### src/una_cfg.svh
`ifndef UNA_CFG_SVH
`define UNA_CFG_SVH
// register offsets (byte addresses)
`define UNA_OFF_DMA_ABORT   8'ha8
`define UNA_OFF_BAUD_FRAC   8'hc0
`define UNA_OFF_RX_ADDR     8'hc4
`define UNA_OFF_TX_ADDR     8'hc8
`define UNA_OFF_EXT_LCR     8'hcc
// integer divisor, address setup and status (chosen offsets)
`define UNA_OFF_BAUD_INT    8'hd0
`define UNA_OFF_ADDR_SET    8'hd4
`define UNA_OFF_STATUS      8'hd8
// extended line control fields
`define UNA_EXT_WLEN_BIT    0
`define UNA_EXT_MATCH_BIT   1
`define UNA_EXT_SENDA_BIT   2
`define UNA_EXT_TXW9_BIT    3
// reset values
`define UNA_RST_BAUD_INT    16'h0001
`define UNA_RST_ZERO8       8'h00
`endif

### src/una_pkg.sv
package una_pkg;
  typedef enum logic [3:0]
  {
    UNA_IDLE  = 4'b0001,
    UNA_START = 4'b0010,
    UNA_DATA  = 4'b0100,
    UNA_STOP  = 4'b1000
  } una_state_t;
endpackage

### src/una_ext.sv
// Chosen here: the strobed register port.
`timescale 1ns/100ps
`default_nettype none
`include "una_cfg.svh"
// Behaviour
// - abort bit stops DMA, then self-clears
// - baud generator uses 4-bit fraction register
// - ninth-bit-one character compared with address
// - after match accept ninth-bit-zero data
// - extended mode sends 9-bit, address from register
// - width bit selects 9 or 8-bit holding with the extension bit off; with it on, 8-bit holding
// - send-address picks address or queue character with the extension bit on
// - match enable turns address filtering on when the extension bit is also on
// - extension bit enables 9-bit line characters
module una_ext
(
  // clocking
  input  wire logic        ref_clk,
  input  wire logic        rst_b,
  input  wire logic        clkEn,
  // register port
  input  wire logic [7:0]  regAddr,
  input  wire logic [31:0] regWdata,
  input  wire logic        regWr,
  input  wire logic        regRd,
  output logic      [31:0] regRdata,
  // dma
  input  wire logic        dmaError,
  output logic             dmaAbort,
  // transmit queue side
  input  wire logic [8:0]  txQueueData,
  input  wire logic        txQueueValid,
  output logic             txQueueTake,
  // receive queue side
  output logic      [8:0]  rxQueueData,
  output logic             rxQueueValid,
  // serial line
  input  wire logic        serialIn,
  output logic             serialOut
);
  import una_pkg::*;

  logic [15:0] divInt_q;
  logic [3:0]  divisorFraction_q;
  logic [7:0]  rxMatchAddr_q;
  logic [7:0]  txAddr_q;
  logic [3:0]  extLcr_q;
  logic        abortPend_q;
  logic        abortDone_q;
  logic        matched_q;
  logic        baudTick;
  logic        wordLengthExtend;
  logic        addrMatchEn;
  logic        sendAddr;
  logic        txWide;

  assign wordLengthExtend = extLcr_q[`UNA_EXT_WLEN_BIT];
  assign addrMatchEn      = extLcr_q[`UNA_EXT_MATCH_BIT];
  assign sendAddr         = extLcr_q[`UNA_EXT_SENDA_BIT];
  assign txWide           = extLcr_q[`UNA_EXT_TXW9_BIT];

  // fractional divisor feeds the tick generator
  una_baud_gen #(.DIV_W(16)) uBaud
  (
    .ref_clk (ref_clk),
    .rst_b   (rst_b),
    .clkEn   (clkEn),
    .divInt  (divInt_q),
    .divFrac (divisorFraction_q),
    .tick    (baudTick)
  );

  // register writes; the address registers are read-only on their own
  // offsets, so a separate setup word loads both
  always_ff @(posedge ref_clk or negedge rst_b)
  begin
    if (!rst_b)
    begin
      divInt_q          <= `UNA_RST_BAUD_INT;
      divisorFraction_q <= 4'h0;
      rxMatchAddr_q     <= `UNA_RST_ZERO8;
      txAddr_q          <= `UNA_RST_ZERO8;
      extLcr_q          <= 4'h0;
    end
    else if (clkEn && regWr)
    begin
      if (regAddr == `UNA_OFF_BAUD_FRAC)
        divisorFraction_q <= regWdata[3:0];
      else if (regAddr == `UNA_OFF_EXT_LCR)
        extLcr_q <= regWdata[3:0];
      else if (regAddr == `UNA_OFF_BAUD_INT)
        divInt_q <= regWdata[15:0];
      else if (regAddr == `UNA_OFF_ADDR_SET)
      begin
        rxMatchAddr_q <= regWdata[7:0];
        txAddr_q      <= regWdata[15:8];
      end
    end
  end

  // abort: held until the dma engine has seen one pulse, then cleared
  always_ff @(posedge ref_clk or negedge rst_b)
  begin
    if (!rst_b)
    begin
      abortPend_q <= 1'b0;
      abortDone_q <= 1'b0;
      dmaAbort    <= 1'b0;
    end
    else if (clkEn)
    begin
      dmaAbort    <= abortPend_q && !abortDone_q; // one pulse per request
      abortDone_q <= abortPend_q;
      if (regWr && regAddr == `UNA_OFF_DMA_ABORT && regWdata[0])
        abortPend_q <= 1'b1; // a new write wins over the self-clear
      else if (abortDone_q)
        abortPend_q <= 1'b0;
    end
  end

  // read mux, one cycle after the strobe
  always_ff @(posedge ref_clk or negedge rst_b)
  begin
    if (!rst_b)
      regRdata <= 32'h0;
    else if (clkEn)
    begin
      regRdata <= 32'h0;
      if (regRd)
      begin
        if (regAddr == `UNA_OFF_DMA_ABORT)
          regRdata <= {31'h0, abortPend_q};
        else if (regAddr == `UNA_OFF_BAUD_FRAC)
          regRdata <= {28'h0, divisorFraction_q};
        else if (regAddr == `UNA_OFF_RX_ADDR)
          regRdata <= {24'h0, rxMatchAddr_q};
        else if (regAddr == `UNA_OFF_TX_ADDR)
          regRdata <= {24'h0, txAddr_q};
        else if (regAddr == `UNA_OFF_EXT_LCR)
          regRdata <= {28'h0, extLcr_q};
        else if (regAddr == `UNA_OFF_BAUD_INT)
          regRdata <= {16'h0, divInt_q};
        else if (regAddr == `UNA_OFF_ADDR_SET)
          regRdata <= {16'h0, txAddr_q, rxMatchAddr_q};
        else if (regAddr == `UNA_OFF_STATUS)
          regRdata <= {30'h0, dmaError, matched_q};
      end
    end
  end

  // ---------------- transmitter ----------------
  una_state_t  txState_q;
  logic [3:0]  txSub_q;
  logic [3:0]  txBit_q;
  logic [8:0]  txShift_q;
  logic [3:0]  txBits;
  logic [8:0]  txChar;

  // nine bits on the line only with the extension on
  assign txBits = wordLengthExtend ? 4'h9 : 4'h8;

  // address flag picks the address register or the queue word
  always_comb
  begin
    if (wordLengthExtend && sendAddr)
      txChar = {1'b1, txAddr_q};
    else if (wordLengthExtend)
      txChar = {1'b0, txQueueData[7:0]};
    else if (txWide)
      txChar = txQueueData;
    else
      txChar = {1'b0, txQueueData[7:0]};
  end

  always_ff @(posedge ref_clk or negedge rst_b)
  begin
    if (!rst_b)
    begin
      txState_q   <= UNA_IDLE;
      txSub_q     <= 4'h0;
      txBit_q     <= 4'h0;
      txShift_q   <= 9'h0;
      serialOut   <= 1'b1;
      txQueueTake <= 1'b0;
    end
    else if (clkEn)
    begin
      txQueueTake <= 1'b0;
      case (txState_q)
        UNA_IDLE:
        begin
          serialOut <= 1'b1;
          // an address character needs no queue entry
          if (baudTick && (txQueueValid || (wordLengthExtend && sendAddr)))
          begin
            txShift_q   <= txChar;
            txQueueTake <= !(wordLengthExtend && sendAddr);
            txSub_q     <= 4'h0;
            txState_q   <= UNA_START;
            serialOut   <= 1'b0;
          end
        end
        UNA_START:
          if (baudTick)
          begin
            txSub_q <= txSub_q + 4'h1;
            if (txSub_q == 4'hf)
            begin
              serialOut <= txShift_q[0];
              txBit_q   <= 4'h0;
              txState_q <= UNA_DATA;
            end
          end
        UNA_DATA:
          if (baudTick)
          begin
            txSub_q <= txSub_q + 4'h1;
            if (txSub_q == 4'hf)
            begin
              if (txBit_q == txBits - 4'h1)
              begin
                serialOut <= 1'b1;
                txState_q <= UNA_STOP;
              end
              else
              begin
                txShift_q <= {1'b0, txShift_q[8:1]};
                serialOut <= txShift_q[1];
                txBit_q   <= txBit_q + 4'h1;
              end
            end
          end
        UNA_STOP:
          if (baudTick)
          begin
            txSub_q <= txSub_q + 4'h1;
            if (txSub_q == 4'hf)
              txState_q <= UNA_IDLE;
          end
        default:
          txState_q <= UNA_IDLE;
      endcase
    end
  end

  // ---------------- receiver ----------------
  una_state_t  rxState_q;
  logic        rxMeta_q;
  logic        rxSync_q;
  logic [3:0]  rxSub_q;
  logic [3:0]  rxBit_q;
  logic [8:0]  rxShift_q;
  logic [8:0]  rxChar;

  // line pin crosses into ref_clk domain
  always_ff @(posedge ref_clk or negedge rst_b)
  begin
    if (!rst_b)
    begin
      rxMeta_q <= 1'b1;
      rxSync_q <= 1'b1;
    end
    else if (clkEn)
    begin
      rxMeta_q <= serialIn;
      rxSync_q <= rxMeta_q;
    end
  end

  // align the final bit to bit 8 or bit 7
  assign rxChar = wordLengthExtend ? rxShift_q : {1'b0, rxShift_q[8:1]};

  always_ff @(posedge ref_clk or negedge rst_b)
  begin
    if (!rst_b)
    begin
      rxState_q    <= UNA_IDLE;
      rxSub_q      <= 4'h0;
      rxBit_q      <= 4'h0;
      rxShift_q    <= 9'h0;
      rxQueueData  <= 9'h0;
      rxQueueValid <= 1'b0;
      matched_q    <= 1'b0;
    end
    else if (clkEn)
    begin
      rxQueueValid <= 1'b0;
      if (!addrMatchEn)
        matched_q <= 1'b0; // filter off: normal mode
      case (rxState_q)
        UNA_IDLE:
          if (baudTick && !rxSync_q)
          begin
            rxSub_q   <= 4'h0;
            rxState_q <= UNA_START;
          end
        UNA_START:
          if (baudTick)
          begin
            rxSub_q <= rxSub_q + 4'h1;
            if (rxSub_q == 4'h7)
            begin
              rxSub_q   <= 4'h0;
              rxBit_q   <= 4'h0;
              // glitch shorter than half a bit is dropped
              rxState_q <= rxSync_q ? UNA_IDLE : UNA_DATA;
            end
          end
        UNA_DATA:
          if (baudTick)
          begin
            rxSub_q <= rxSub_q + 4'h1;
            if (rxSub_q == 4'hf)
            begin
              rxShift_q <= {rxSync_q, rxShift_q[8:1]};
              rxBit_q   <= rxBit_q + 4'h1;
              if (rxBit_q == txBits - 4'h1)
                rxState_q <= UNA_STOP;
            end
          end
        UNA_STOP:
          begin
            rxState_q <= UNA_IDLE;
            if (wordLengthExtend && addrMatchEn)
            begin
              if (rxChar[8])
                matched_q <= (rxChar[7:0] == rxMatchAddr_q);
              else if (matched_q)
              begin
                rxQueueData  <= rxChar;
                rxQueueValid <= 1'b1;
              end
              // unmatched data is dropped here
            end
            else
            begin
              rxQueueData  <= rxChar;
              rxQueueValid <= 1'b1;
            end
          end
        default:
          rxState_q <= UNA_IDLE;
      endcase
    end
  end
endmodule
`default_nettype wire

### src/una_baud_gen.sv
`timescale 1ns/100ps
`default_nettype none
// 16x oversample tick with 4-bit fractional accumulation
module una_baud_gen
#(
  parameter int DIV_W = 16
)
(
  // clocking
  input  wire logic             ref_clk,
  input  wire logic             rst_b,
  input  wire logic             clkEn,
  // divisor
  input  wire logic [DIV_W-1:0] divInt,
  input  wire logic [3:0]       divFrac,
  // tick out
  output logic                  tick
);
  logic [DIV_W-1:0] cnt_q;
  logic [3:0]       acc_q;
  logic [4:0]       accSum;
  logic             extra;

  // refused at elaboration: the counter needs room for a divisor above one
  if (DIV_W < 2)
  begin : gBadWidth
    $error("DIV_W too small");
  end

  assign accSum = {1'b0, acc_q} + {1'b0, divFrac};
  assign extra  = accSum[4];

  // a carry of the fraction stretches one period by a cycle
  always_ff @(posedge ref_clk or negedge rst_b)
  begin
    if (!rst_b)
    begin
      cnt_q <= '0;
      acc_q <= 4'h0;
      tick  <= 1'b0;
    end
    else if (clkEn)
    begin
      tick <= 1'b0;
      if (divInt == '0)
        cnt_q <= '0; // divisor zero holds the generator still
      else if (cnt_q >= divInt - DIV_W'(1) + (extra ? DIV_W'(1) : DIV_W'(0)))
      begin
        cnt_q <= '0;
        acc_q <= accSum[3:0];
        tick  <= 1'b1;
      end
      else
        cnt_q <= cnt_q + DIV_W'(1);
    end
  end
endmodule
`default_nettype wire

### config.mk
export PLATFORM = sky130hd
export DESIGN_NAME = una_ext
export DESIGN_NICKNAME = d
export VERILOG_FILES = /design/src/una_pkg.sv /design/src/una_ext.sv /design/src/una_baud_gen.sv
export VERILOG_INCLUDE_DIRS = /design/src
export SDC_FILE = /design/constraint.sdc
export NUM_CORES = 1
export LEC_CHECK = 0
export ABC_AREA = 1
export CAP_MARGIN = 25
export CORE_UTILIZATION = 64
export DETAILED_ROUTE_END_ITERATION = 16
export DONT_BUFFER_PORTS = 1
export HOLD_SLACK_MARGIN = 0.02
export PLACE_DENSITY_LB_ADDON = 0.12
export SYNTH_ARGS = -nofsm -noshare
export SYNTH_HDL_FRONTEND = slang
export SYNTH_HIERARCHICAL = 1
export SYNTH_SLANG_ARGS = --single-unit
### constraint.sdc
create_clock -name ref_clk -period 4.45 [get_ports ref_clk]
set_input_delay 0.89 -clock ref_clk [delete_from_list [all_inputs] [get_ports ref_clk]]
set_output_delay 0.89 -clock ref_clk [all_outputs]
set_load 0.03 [all_outputs]
## Word level (Yosys, flattened, before mapping)

Cells that the tools add are included.

| word-level totals | value |
|---|---|
| bits in registers | 153 |
| bits in latches | 0 |
| memory bits (writable) | 0 |
| ROM bits | 0 |
| input port bits | 57 |
| output and inout port bits | 45 |
| word-level logic and storage cells | 200 |
| memories kept | 0 |

| cells by class | value |
|---|---|
| add/subtract/negate cells | 9 |
| $mul | 0 |
| divide/modulo/power cells | 0 |
| order comparisons | 1 |
| eq/ne operators | 40 |
| shift-type cells | 0 |
| mux-type cells | 82 |
| bitwise gates (word level) | 4 |
| reduce and logical (&&, ||, !) cells | 37 |

Operators by type and width:

| kind | number |
|---|---|
| 16-bit two-way mux | 10 |
| 4-bit two-way mux | 29 |
| 9-bit two-way mux | 11 |
| 8-bit equality test, second input constant | 8 |
| 2-bit inequality test, second input constant | 12 |
| 4-bit one-hot mux with 2 select lines | 3 |
| 4-bit one-hot mux with 3 select lines | 2 |
| 1-bit two-way mux | 22 |
| 9-bit one-hot mux with 2 select lines | 1 |
| 6-bit AND reduction | 3 |
| 16-bit by 1-bit adder with 16-bit output, second input constant | 1 |
| 16-bit adder | 1 |
| 4-bit by 1-bit adder with 4-bit output, second input constant | 4 |
| 4-bit equality test, second input constant | 4 |
| 16-bit >= comparator | 1 |
| 16-bit logical NOT | 1 |
| 4-bit one-hot mux with 4 select lines | 1 |
| 4-bit AND reduction | 4 |
| 16-bit by 1-bit subtractor with 16-bit output, second input constant | 1 |
| 7-bit AND reduction | 2 |
| 4-bit by 3-bit equality test with 1-bit output, second input constant | 3 |
| 2-bit by 1-bit inequality test with 1-bit output, second input constant | 6 |
| 5-bit AND reduction | 2 |
| 2-bit nonzero test | 5 |
| 18 further kinds | 36 |

## Longest topological paths before layout

Gate-level depths: netlist of run 1.

| logic depth | value |
|---|---|
| word-level depth | 10 |
| mapped depth | 24 |
| gate-level depth less buffers | 24 |

## Hierarchy

Netlist of run 1, hierarchy kept.

By module, submodules not included:

| module | times used | cells an instance | area each (sq um) | seq. area each (sq um) |
|---|---|---|---|---|
| una_ext | 1 | 798 | 6123.4 | 2910.3 |
| una_baud_gen | 1 | 283 | 1994.4 | 525.5 |

## Least setup slack after synthesis of run 1

No wires, ideal clock.

| timing path | value |
|---|---|
| path kind | reg-to-reg |
| start point | register divisorFraction_q[0] |
| end point | register uBaud.cnt_q[0] |
| library setup time | 77 ps |
| arrival time | 3022 ps |
| required time | 4373 ps |
| setup slack | 1350 ps |
| stages on the path, launching flop included | 19 |
| buffers on the path | 1 |
| period minus slack after synthesis | 3100 ps |
| path through | dfrtp_1 ha_1 inv_1 fa_1 o21ai_0 a21oi_1 ha_1 nand3_1 nor4_2 nand2_1 xor2_1 inv_1 ha_1 a21oi_1 o21ai_0 nor2_1 nand3_4 buf_6 a21oi_1 |

| between the ends | value |
|---|---|
| longest elaborated chain between the ends | 6 |

RTL lines:

| item | line | text |
|---|---|---|
| start: declaration | una_ext.sv:44 | `logic [3:0] divisorFraction_q;` |
| start signal: assignment | una_ext.sv:88 | `divisorFraction_q <= regWdata[3:0];` |
| 4-bit by 4-bit adder with 5-bit output | una_baud_gen.sv:30 | `assign accSum = {1'b0, acc_q} + {1'b0, divFrac};` |
| 1-bit two-way mux | una_baud_gen.sv:47 | `else if (cnt_q >= divInt - DIV_W'(1) + (extra ? DIV_W'(1) : DIV_W'(0)))` |
| 16-bit adder | una_baud_gen.sv:47 |  |
| 16-bit >= comparator | una_baud_gen.sv:47 |  |
| 16-bit two-way mux | una_baud_gen.sv:47 |  |
| 16-bit two-way mux | una_baud_gen.sv:45 | `if (divInt == '0)` |
| end signal: assignment | una_baud_gen.sv:54 | `cnt_q <= cnt_q + DIV_W'(1);` |
| end: declaration | una_baud_gen.sv:19 | `logic [DIV_W-1:0] cnt_q;` |

Every way passes these cells.
A chain may end at the register's enable or synchronous reset.

## Worst setup path after layout of run 1

| timing path | value |
|---|---|
| start point | register divisorFraction_q[0] |
| end point | register uBaud.acc_q[2] |

| between the ends | value |
|---|---|
| longest elaborated chain between the ends | 5 |

RTL lines:

| item | line | text |
|---|---|---|
| 4-bit by 4-bit adder with 5-bit output (*) | una_baud_gen.sv:30 |  |
| 1-bit two-way mux | una_baud_gen.sv:47 |  |
| 16-bit adder | una_baud_gen.sv:47 |  |
| 16-bit >= comparator | una_baud_gen.sv:47 |  |
| 3-bit AND reduction (no line) | - |  |
| end signal: assignment | una_baud_gen.sv:50 | `acc_q <= accSum[3:0];` |
| end: declaration | una_baud_gen.sv:20 | `logic [3:0] acc_q;` |

Mark *: on every way between the ends. The rest lies on a longest branch, timed or not.

==> results.json, run 1 <==
{
  "async_reset_ff_share_pct": 100,
  "synth-edff-count": 0,
  "yosysUniqueCellTypes": 49,
  "routed_wirelength_mm": 18.4,
  "die_w_um": 115,
  "avgSynthCellArea_um2": 7.51,
  "final-hold-violation-count": 0,
  "ratio_of_cells_with_drive_above_1_in_the_final_layout_pct": 6.98,
  "grtUsageMet2_pct": 47.6,
  "route.vias.total": 6865,
  "power.ir.vdd_worst_uv": 232,
  "mostFrequentLayoutCells": "357 x sky130_fd_sc_hd__nand2_1, 131 x sky130_fd_sc_hd__dfrtp_1, 124 x sky130_fd_sc_hd__inv_1",
  "route.detailed.drc": 0,
  "number_of_global_route_vias_before_repair": 6342,
  "io_pins": 102,
  "antennaDiodeCount": 0,
  "postCtsHoldBufs": 0,
  "setup-tns-final_ps": 0,
  "detail_route.wl_per_cell_um": 14.6,
  "timing_worst_slew_pin_value_ps": 951,
  "crit_share_post_route_pct": 84.9,
  "worst-setup-path-type": "flop to flop",
  "grtUsageMet3_pct": 5.61,
  "cts.path.max_buffers": 2,
  "maxClockFrequency_ghz": 0.265,
  "initial_util_pct": 66.5,
  "postCtsSetupBuffers": 0,
  "design.core.area_um2": 12200,
  "cp_peak_stage_delay_ps": 410,
  "dpl.cell_count": 1224,
  "synth-warning-count": 6,
  "cts.sinks": 137,
  "hp-class": "primary input to async pin",
  "capturing_element_type_of_the_critical_path": "flop",
  "buffer_ports.inserted": 0,
  "gr-total-overflow": 0,
  "worst-path-stages": 20,
  "cts_repair_resize_count": 0,
  "critPathBufInv": 2,
  "std_cell_rows": 40,
  "report.final.slew_viol_count": 0,
  "postRouteAntennaNets": 0,
  "cp_top_family": "simple AND/OR/NAND/NOR gates",
  "slew-limit-headroom_pct": 36.4,
  "cts_tree": "built",
  "grt_use_met1_pct": 41.3,
  "power_density_nw_per_um2": 430,
  "crit_slowest_cell": "sky130_fd_sc_hd__dfrtp_1",
  "synth.ff_latch_count": 137,
  "grt.total_usage_pct": 30.1,
  "grt_pass1_wl_mm": 30.6,
  "timing.critical_path.arrival_ps": 4140,
  "multi_input_area_um2": 3980,
  "finish.net_count": 1161,
  "final_period_minus_worst_setup_slack_ps": 3780,
  "critical_path_peak_fanout": 5,
  "cts.reportedPaths.clkPinSlew_ps": 60,
  "layout.area.seq_um2": 3440,
  "final_non_filler_cells": 1257,
  "cap_violations": 0,
  "area_growth_pct": 8.43,
  "p_leak_nw": 4.46,
  "antenna_found_initial": 0,
  "clk-insertion-delay-late_ps": 420,
  "synth_flop_cell": "sky130_fd_sc_hd__dfrtp_1",
  "setup_clock_skew_after_layout_ps": 6.89,
  "pin_count_of_the_biggest_net_entering_global_routing": 138,
  "hpwl_mm": 13.1,
  "globalplace.congestion": 0.938,
  "unrepaired_setup_endpoints_after_global_routing": "no",
  "setup_viol_count_final": 0,
  "worst_path_required_time_ps": 4810,
  "status": "finished, final reports clean",
  "vias_per_inst": 5.46,
  "cts_root_buf": "sky130_fd_sc_hd__clkbuf_16",
  "worst_setup_path_start_kind": "flop",
  "ys_seq_area_share_pct": 42.3,
  "drt_first_pass_iters": 5,
  "synth_cells": 1081,
  "mostFrequentLayoutCell": "sky130_fd_sc_hd__nand2_1",
  "grt_most_used_layer": "met2",
  "floorplan.die.height_um": 115,
  "r2r_worst_path_depth": 20,
  "initial_detailed_routing_violation_count": 607,
  "netlist_area_before_placement_um2": 8120,
  "cts_htree_levels": 4,
  "critical_path.most_common_cell": "sky130_fd_sc_hd__nand2_1",
  "cts_made_buffers": 17,
  "die_area_um2": 13100,
  "cp_cell_sequence": "ha_1, inv_1, fa_1, o21ai_0, a21oi_1, ha_1, nand2_1, nor2_1, inv_2, nor3_2, nand2_1, xor2_1, ha_1, a21oi_1, o21ai_0, nor2_1, nand2_1, nand2_1, nand2_1, nand2_1",
  "n_fill_cell": 1032,
  "postLayoutCoreUtil_pct": 72.1
}
-- path summary, 6_finish.rpt --
path                                       from        endpoint  slack [ps]
max                        divisorFraction_q[0]  uBaud/acc_q[2]         670
min                                       rst_b      rxBit_q[0]         170
max reg2reg                divisorFraction_q[0]  uBaud/acc_q[2]         670
min reg2reg                         abortDone_q        dmaAbort         460
max in group asynchronous                 rst_b        rxMeta_q        4060
min in group ref_clk                abortDone_q        dmaAbort         460
-- through the flow --
| stage | setup WS, ps | instance area, um2 | total power (W) | hold WS, ps |
|---|---|---|---|---|
| CTS | 721 | 8790 | 0.00380 | 154 |
| floorplan | 1350 | 8170 | 0.00210 | 435 |
| finish | 671 | 8800 | 0.00379 | 167 |
| global placement | 846 | 8130 | 0.00218 | 448 |
| global route | 389 | 8800 | 0.00398 | 149 |
| detailed placement | 762 | 8130 | 0.00220 | 450 |
-- Yosys cell counts, types with 2 or more instances --
cell type | count | area [um2]
sky130_fd_sc_hd__ha_1 | 27 | 338
sky130_fd_sc_hd__nand4_1 | 17 | 106
sky130_fd_sc_hd__buf_2 | 8 | 40.0
sky130_fd_sc_hd__o21ai_2 | 5 | 43.8
sky130_fd_sc_hd__nor3_2 | 2 | 20.0
sky130_fd_sc_hd__o31ai_1 | 7 | 52.6
sky130_fd_sc_hd__o21ai_0 | 107 | 536
sky130_fd_sc_hd__xor2_1 | 31 | 272
sky130_fd_sc_hd__buf_6 | 5 | 56.3
sky130_fd_sc_hd__xnor2_1 | 10 | 87.6
sky130_fd_sc_hd__nor2_1 | 64 | 240
sky130_fd_sc_hd__dfrtp_1 | 131 | 3280
sky130_fd_sc_hd__inv_1 | 124 | 465
sky130_fd_sc_hd__o211ai_1 | 2 | 15.0
sky130_fd_sc_hd__nand3_2 | 2 | 20.0
sky130_fd_sc_hd__nand2_1 | 357 | 1340
sky130_fd_sc_hd__dfstp_2 | 6 | 158
sky130_fd_sc_hd__clkbuf_1 | 10 | 37.5
sky130_fd_sc_hd__nor2_4 | 2 | 22.5
sky130_fd_sc_hd__a21oi_2 | 2 | 17.5
sky130_fd_sc_hd__or2_2 | 4 | 25.0
sky130_fd_sc_hd__nor3_1 | 4 | 20.0
sky130_fd_sc_hd__buf_4 | 17 | 128
sky130_fd_sc_hd__nand3_1 | 62 | 310
sky130_fd_sc_hd__nand3_4 | 2 | 35.0
sky130_fd_sc_hd__nor2_2 | 4 | 25.0
sky130_fd_sc_hd__inv_2 | 7 | 26.3
sky130_fd_sc_hd__o21ai_1 | 17 | 85.1
sky130_fd_sc_hd__a21oi_1 | 20 | 100
sky130_fd_sc_hd__nand2_2 | 6 | 37.5
-- kinds of logic after synthesis --
family,after synthesis,synth area share (%)
simple gates,534,28.0
buf+inv,173,9.39
compound gates,167,11.4
flops,137,42.3
xor+xnor,41,4.42
fa+ha+maj,28,4.41
other cells,1,0.0462
-- metal layers --
| layer | share of wire, % | vias up |
|---|---|---|
| met4 | 2.1 | 0 |
| met1 | 46 | 3215 |
| met5 | 0 | - |
| met2 | 46 | 201 |
| met3 | 6.1 | 29 |
| li1 | - | 3420 |
-- sequential cells by signal, summed over array words and instances, names as in the netlist, 8 cells and up --
register       flops
txShift_q          9
divInt_q          16
uBaud/cnt_q       16
rxMatchAddr_q      8
rxShift_q          9
regRdata          16
txAddr_q           8
rxQueueData        9
-- cell type report --
type | count | share of cell area [%]
clock buffers | 24 | 5.36
clock inverters | 8 | 2.16
flip-flops and latches | 137 | 39.0
well taps | 168 | 2.39
multi-input cells | 786 | 45.2
repair buffers | 2 | 0.256
inverters | 132 | 5.63
-- power by group --
part           switching, W  internal [W]
clock              0.000517       0.00108
combinational      0.000469      0.000218
sequential         0.000126       0.00138
total               0.00111       0.00268
Note: power is estimated with default switching activity, not from simulation.
==> inputs of run 2 (changes only) <==
--- a/config.mk
+++ b/config.mk
@@ -6,7 +6,7 @@
 export SDC_FILE = /design/constraint.sdc
 export NUM_CORES = 1
 export LEC_CHECK = 0
-export ABC_AREA = 1
+export ABC_AREA = 0
 export CAP_MARGIN = 25
 export CORE_UTILIZATION = 64
 export DETAILED_ROUTE_END_ITERATION = 16
==> constraint.sdc (replaced) <==
create_clock -name ref_clk -period 3.6 [get_ports ref_clk]
set_input_delay 0.72 -clock ref_clk [delete_from_list [all_inputs] [get_ports ref_clk]]
set_output_delay 0.72 -clock ref_clk [all_outputs]
set_load 0.03 [all_outputs]
==> results.json, run 2 <==
{
  "netlist_area_before_placement_um2": 7960,
  "number_of_global_route_vias_before_repair": 6322,
  "die_w_um": 114,
  "antennaDiodeCount": 0,
  "cts.path.max_buffers": 2,
  "finish.net_count": 878,
  "worst-setup-path-type": "flop to flop",
  "initial_util_pct": 66.0,
  "synth.ff_latch_count": 137,
  "vias_per_inst": 6.44,
  "mostFrequentLayoutCell": "sky130_fd_sc_hd__dfrtp_1",
  "final_period_minus_worst_setup_slack_ps": 5410,
  "drt_first_pass_iters": 5,
  "r2r_worst_path_depth": 21,
  "final-hold-violation-count": 13,
  "gr-total-overflow": 0,
  "synth-edff-count": 0,
  "route.vias.total": 6271,
  "yosys.cell_count.top_type": "sky130_fd_sc_hd__dfrtp_1",
  "mostFrequentLayoutCells": "131 x sky130_fd_sc_hd__dfrtp_1, 65 x sky130_fd_sc_hd__nand2_1, 42 x sky130_fd_sc_hd__mux2_1, 42 x sky130_fd_sc_hd__buf_4, 32 x sky130_fd_sc_hd__o21ai_0",
  "detail_route.wl_per_cell_um": 19.8,
  "route.detailed.drc": 0,
  "capturing_element_type_of_the_critical_path": "flop",
  "ratio_of_cells_with_drive_above_1_in_the_final_layout_pct": 17.4,
  "layout.area.seq_um2": 3440,
  "grt.total_usage_pct": 31.8,
  "cts_htree_levels": 4,
  "buffer_ports.inserted": 0,
  "multi_input_area_um2": 4310,
  "setup_clock_skew_after_layout_ps": 8.01,
  "synth_flop_cell": "sky130_fd_sc_hd__dfrtp_1",
  "yosys-top-cells-count": "131 x sky130_fd_sc_hd__dfrtp_1, 66 x sky130_fd_sc_hd__nand2_1, 42 x sky130_fd_sc_hd__mux2_1",
  "synth.top_cells.by_area": "sky130_fd_sc_hd__dfrtp_1 41%, sky130_fd_sc_hd__mux2_1 5.9%, sky130_fd_sc_hd__ha_1 4.2%, sky130_fd_sc_hd__mux2i_1 3.4%, sky130_fd_sc_hd__nand2_1 3.1%",
  "yosysUniqueCellTypes": 84,
  "design.core.area_um2": 12100,
  "io_pins": 102,
  "hp-class": "primary input to async pin",
  "unrepaired_setup_endpoints_after_global_routing": "yes",
  "r2r_start": "divisorFraction_q[0]",
  "grt_pass1_wl_mm": 31.5,
  "synth_cells": 764,
  "postRouteAntennaNets": 0,
  "report.final.slew_viol_count": 0,
  "finalHoldWorstSlack_ps": -6.92,
  "synth_largest_type_area_fraction_pct": 41.2,
  "slew-limit-headroom_pct": 37.3,
  "avgSynthCellArea_um2": 10.4,
  "postLayoutSetupSlackWorst_ps": -1810,
  "setup_viol_count_final": 21,
  "timing_worst_slew_pin_value_ps": 928,
  "reg2reg_slack_ps": -1810,
  "area_growth_pct": 12.7,
  "reg.largest.list": "divInt_q (16), regRdata (16), uBaud/cnt_q (16)",
  "worst_path_required_time_ps": 3910,
  "status": "finished, violations left",
  "antenna_found_initial": 0,
  "pin_count_of_the_biggest_net_entering_global_routing": 138,
  "globalplace.congestion": 0.911,
  "cap_violations": 0,
  "power_density_nw_per_um2": 489,
  "postLayoutCoreUtil_pct": 74.4,
  "synth-warning-count": 6,
  "cts.reportedPaths.clkPinSlew_ps": 50,
  "timing.critical_path.arrival_ps": 5710,
  "maxClockFrequency_ghz": 0.185,
  "violations": "hold timing, setup timing",
  "worst_setup_path_start_kind": "flop",
  "synth_largest_area_cell": "sky130_fd_sc_hd__dfrtp_1",
  "power.ir.vdd_worst_uv": 418,
  "critical_path_peak_fanout": 4,
  "ys_seq_area_share_pct": 43.1,
  "cts.sinks": 137,
  "initial_detailed_routing_violation_count": 550,
  "clk-insertion-delay-late_ps": 430,
  "cts_root_buf": "sky130_fd_sc_hd__clkbuf_16",
  "crit_share_post_route_pct": 150,
  "cts_made_buffers": 17,
  "die_area_um2": 12900,
  "cts_tree": "built",
  "p_leak_nw": 4.17,
  "n_fill_cell": 835,
  "worstReg2RegEnd": "uBaud/acc_q[1]",
  "routed_wirelength_mm": 19.2,
  "std_cell_rows": 40,
  "async_reset_ff_share_pct": 100,
  "hpwl_mm": 13.6,
  "floorplan.die.height_um": 114
}
-- run 2: worst max path at each step --
| stage | start | to | slack (ps) | cells past startpoint |
|---|---|---|---|---|
| 4_1_cts | divisorFraction_q[0] | uBaud/acc_q[1] | -1800 | 21 |
| 5_1_grt | uBaud/acc_q[0] | uBaud/acc_q[1] | -2030 | 21 |
| 2_1_floorplan | divisorFraction_q[0] | uBaud/cnt_q[3] | -1640 | 22 |
| 3_5_place_dp | divisorFraction_q[0] | uBaud/acc_q[1] | -1850 | 21 |
| 6_report | divisorFraction_q[0] | uBaud/acc_q[1] | -1810 | 21 |
| 3_3_place_gp | divisorFraction_q[0] | uBaud/acc_q[0] | -1690 | 20 |
-- run 2: area by class of cell --
| class | instances | share of cell area, % |
|---|---|---|
| well taps | 168 | 2.34 |
| clock buffers | 25 | 5.52 |
| inverters | 23 | 0.962 |
| flip-flops and latches | 137 | 38.3 |
| clock inverters | 7 | 1.28 |
| repair buffers | 42 | 3.51 |
| multi-input cells | 572 | 48.1 |
-- run 2: logic make-up after synthesis --
kind of cell | count (synthesis) | synth area share [%]
fa+ha+maj | 28 | 4.49
buf+inv | 72 | 4.48
mux | 91 | 12.8
xor+xnor | 29 | 3.19
simple gates | 225 | 16.4
other cells | 1 | 0.0471
flops | 137 | 43.1
compound gates | 181 | 15.5
-- run 2: report_power, final --
group          internal (W)  total (W)  switching [W]
Clock               0.00116    0.00179       0.000629
Combinational      0.000357   0.000753       0.000396
Sequential          0.00168    0.00184       0.000168
Total               0.00319    0.00439        0.00119
-- run 2: critical path, stage by stage, from the launching register on --
cell and delay [ps]:
sky130_fd_sc_hd__dfrtp_1 380, sky130_fd_sc_hd__ha_2 200, sky130_fd_sc_hd__inv_2 60, sky130_fd_sc_hd__fa_2 210
sky130_fd_sc_hd__inv_2 30, sky130_fd_sc_hd__a21o_1 180, sky130_fd_sc_hd__a21oi_2 170, sky130_fd_sc_hd__ha_2 200
sky130_fd_sc_hd__or4b_4 460, sky130_fd_sc_hd__or3_4 340, sky130_fd_sc_hd__or4_4 440, sky130_fd_sc_hd__or4_4 470
sky130_fd_sc_hd__nor3_4 150, sky130_fd_sc_hd__xnor2_1 90, sky130_fd_sc_hd__ha_1 310, sky130_fd_sc_hd__nand4_1 100
sky130_fd_sc_hd__or3_4 350, sky130_fd_sc_hd__or4_4 510, sky130_fd_sc_hd__nand2_2 90, sky130_fd_sc_hd__o211ai_1 210
sky130_fd_sc_hd__buf_4 230, sky130_fd_sc_hd__mux2i_1 110
-- run 2: repair_timing --
action / in CTS / in global routing
buffers inserted: 6 / 3
endpoints found under the hold margin: 131 / 131
gates cloned: 2 / 0
pin swaps: 5 / 1
resized for setup: 13 / 2
setup endpoints to repair: 21 / 21
-- run 2: routing by layer --
metal | vias up | GRT usage, % | routed length [um]
li1 | 2870 | - | -
met1 | 3116 | 39.6 | 8070
met2 | 235 | 51.8 | 9380
met3 | 50 | 9.30 | 1220
met4 | 0 | 14.0 | 567
met5 | - | 0 | 0
-- run 2: stage by stage --
step / instance area (um2) / setup WS, ps / std cells / TNS [ps] / power [W]
2_1_floorplan: 8070 / -1640 / 779 / -32520 / 0.00247
3_3_place_gp: 8230 / -1690 / 931 / -33780 / 0.00254
3_5_place_dp: 8230 / -1850 / 931 / -37060 / 0.00258
4_1_cts: 8950 / -1800 / 971 / -36020 / 0.00439
5_1_grt: 8970 / -2030 / 974 / -41130 / 0.00458
6_report: 8970 / -1810 / 974 / -36670 / 0.00439
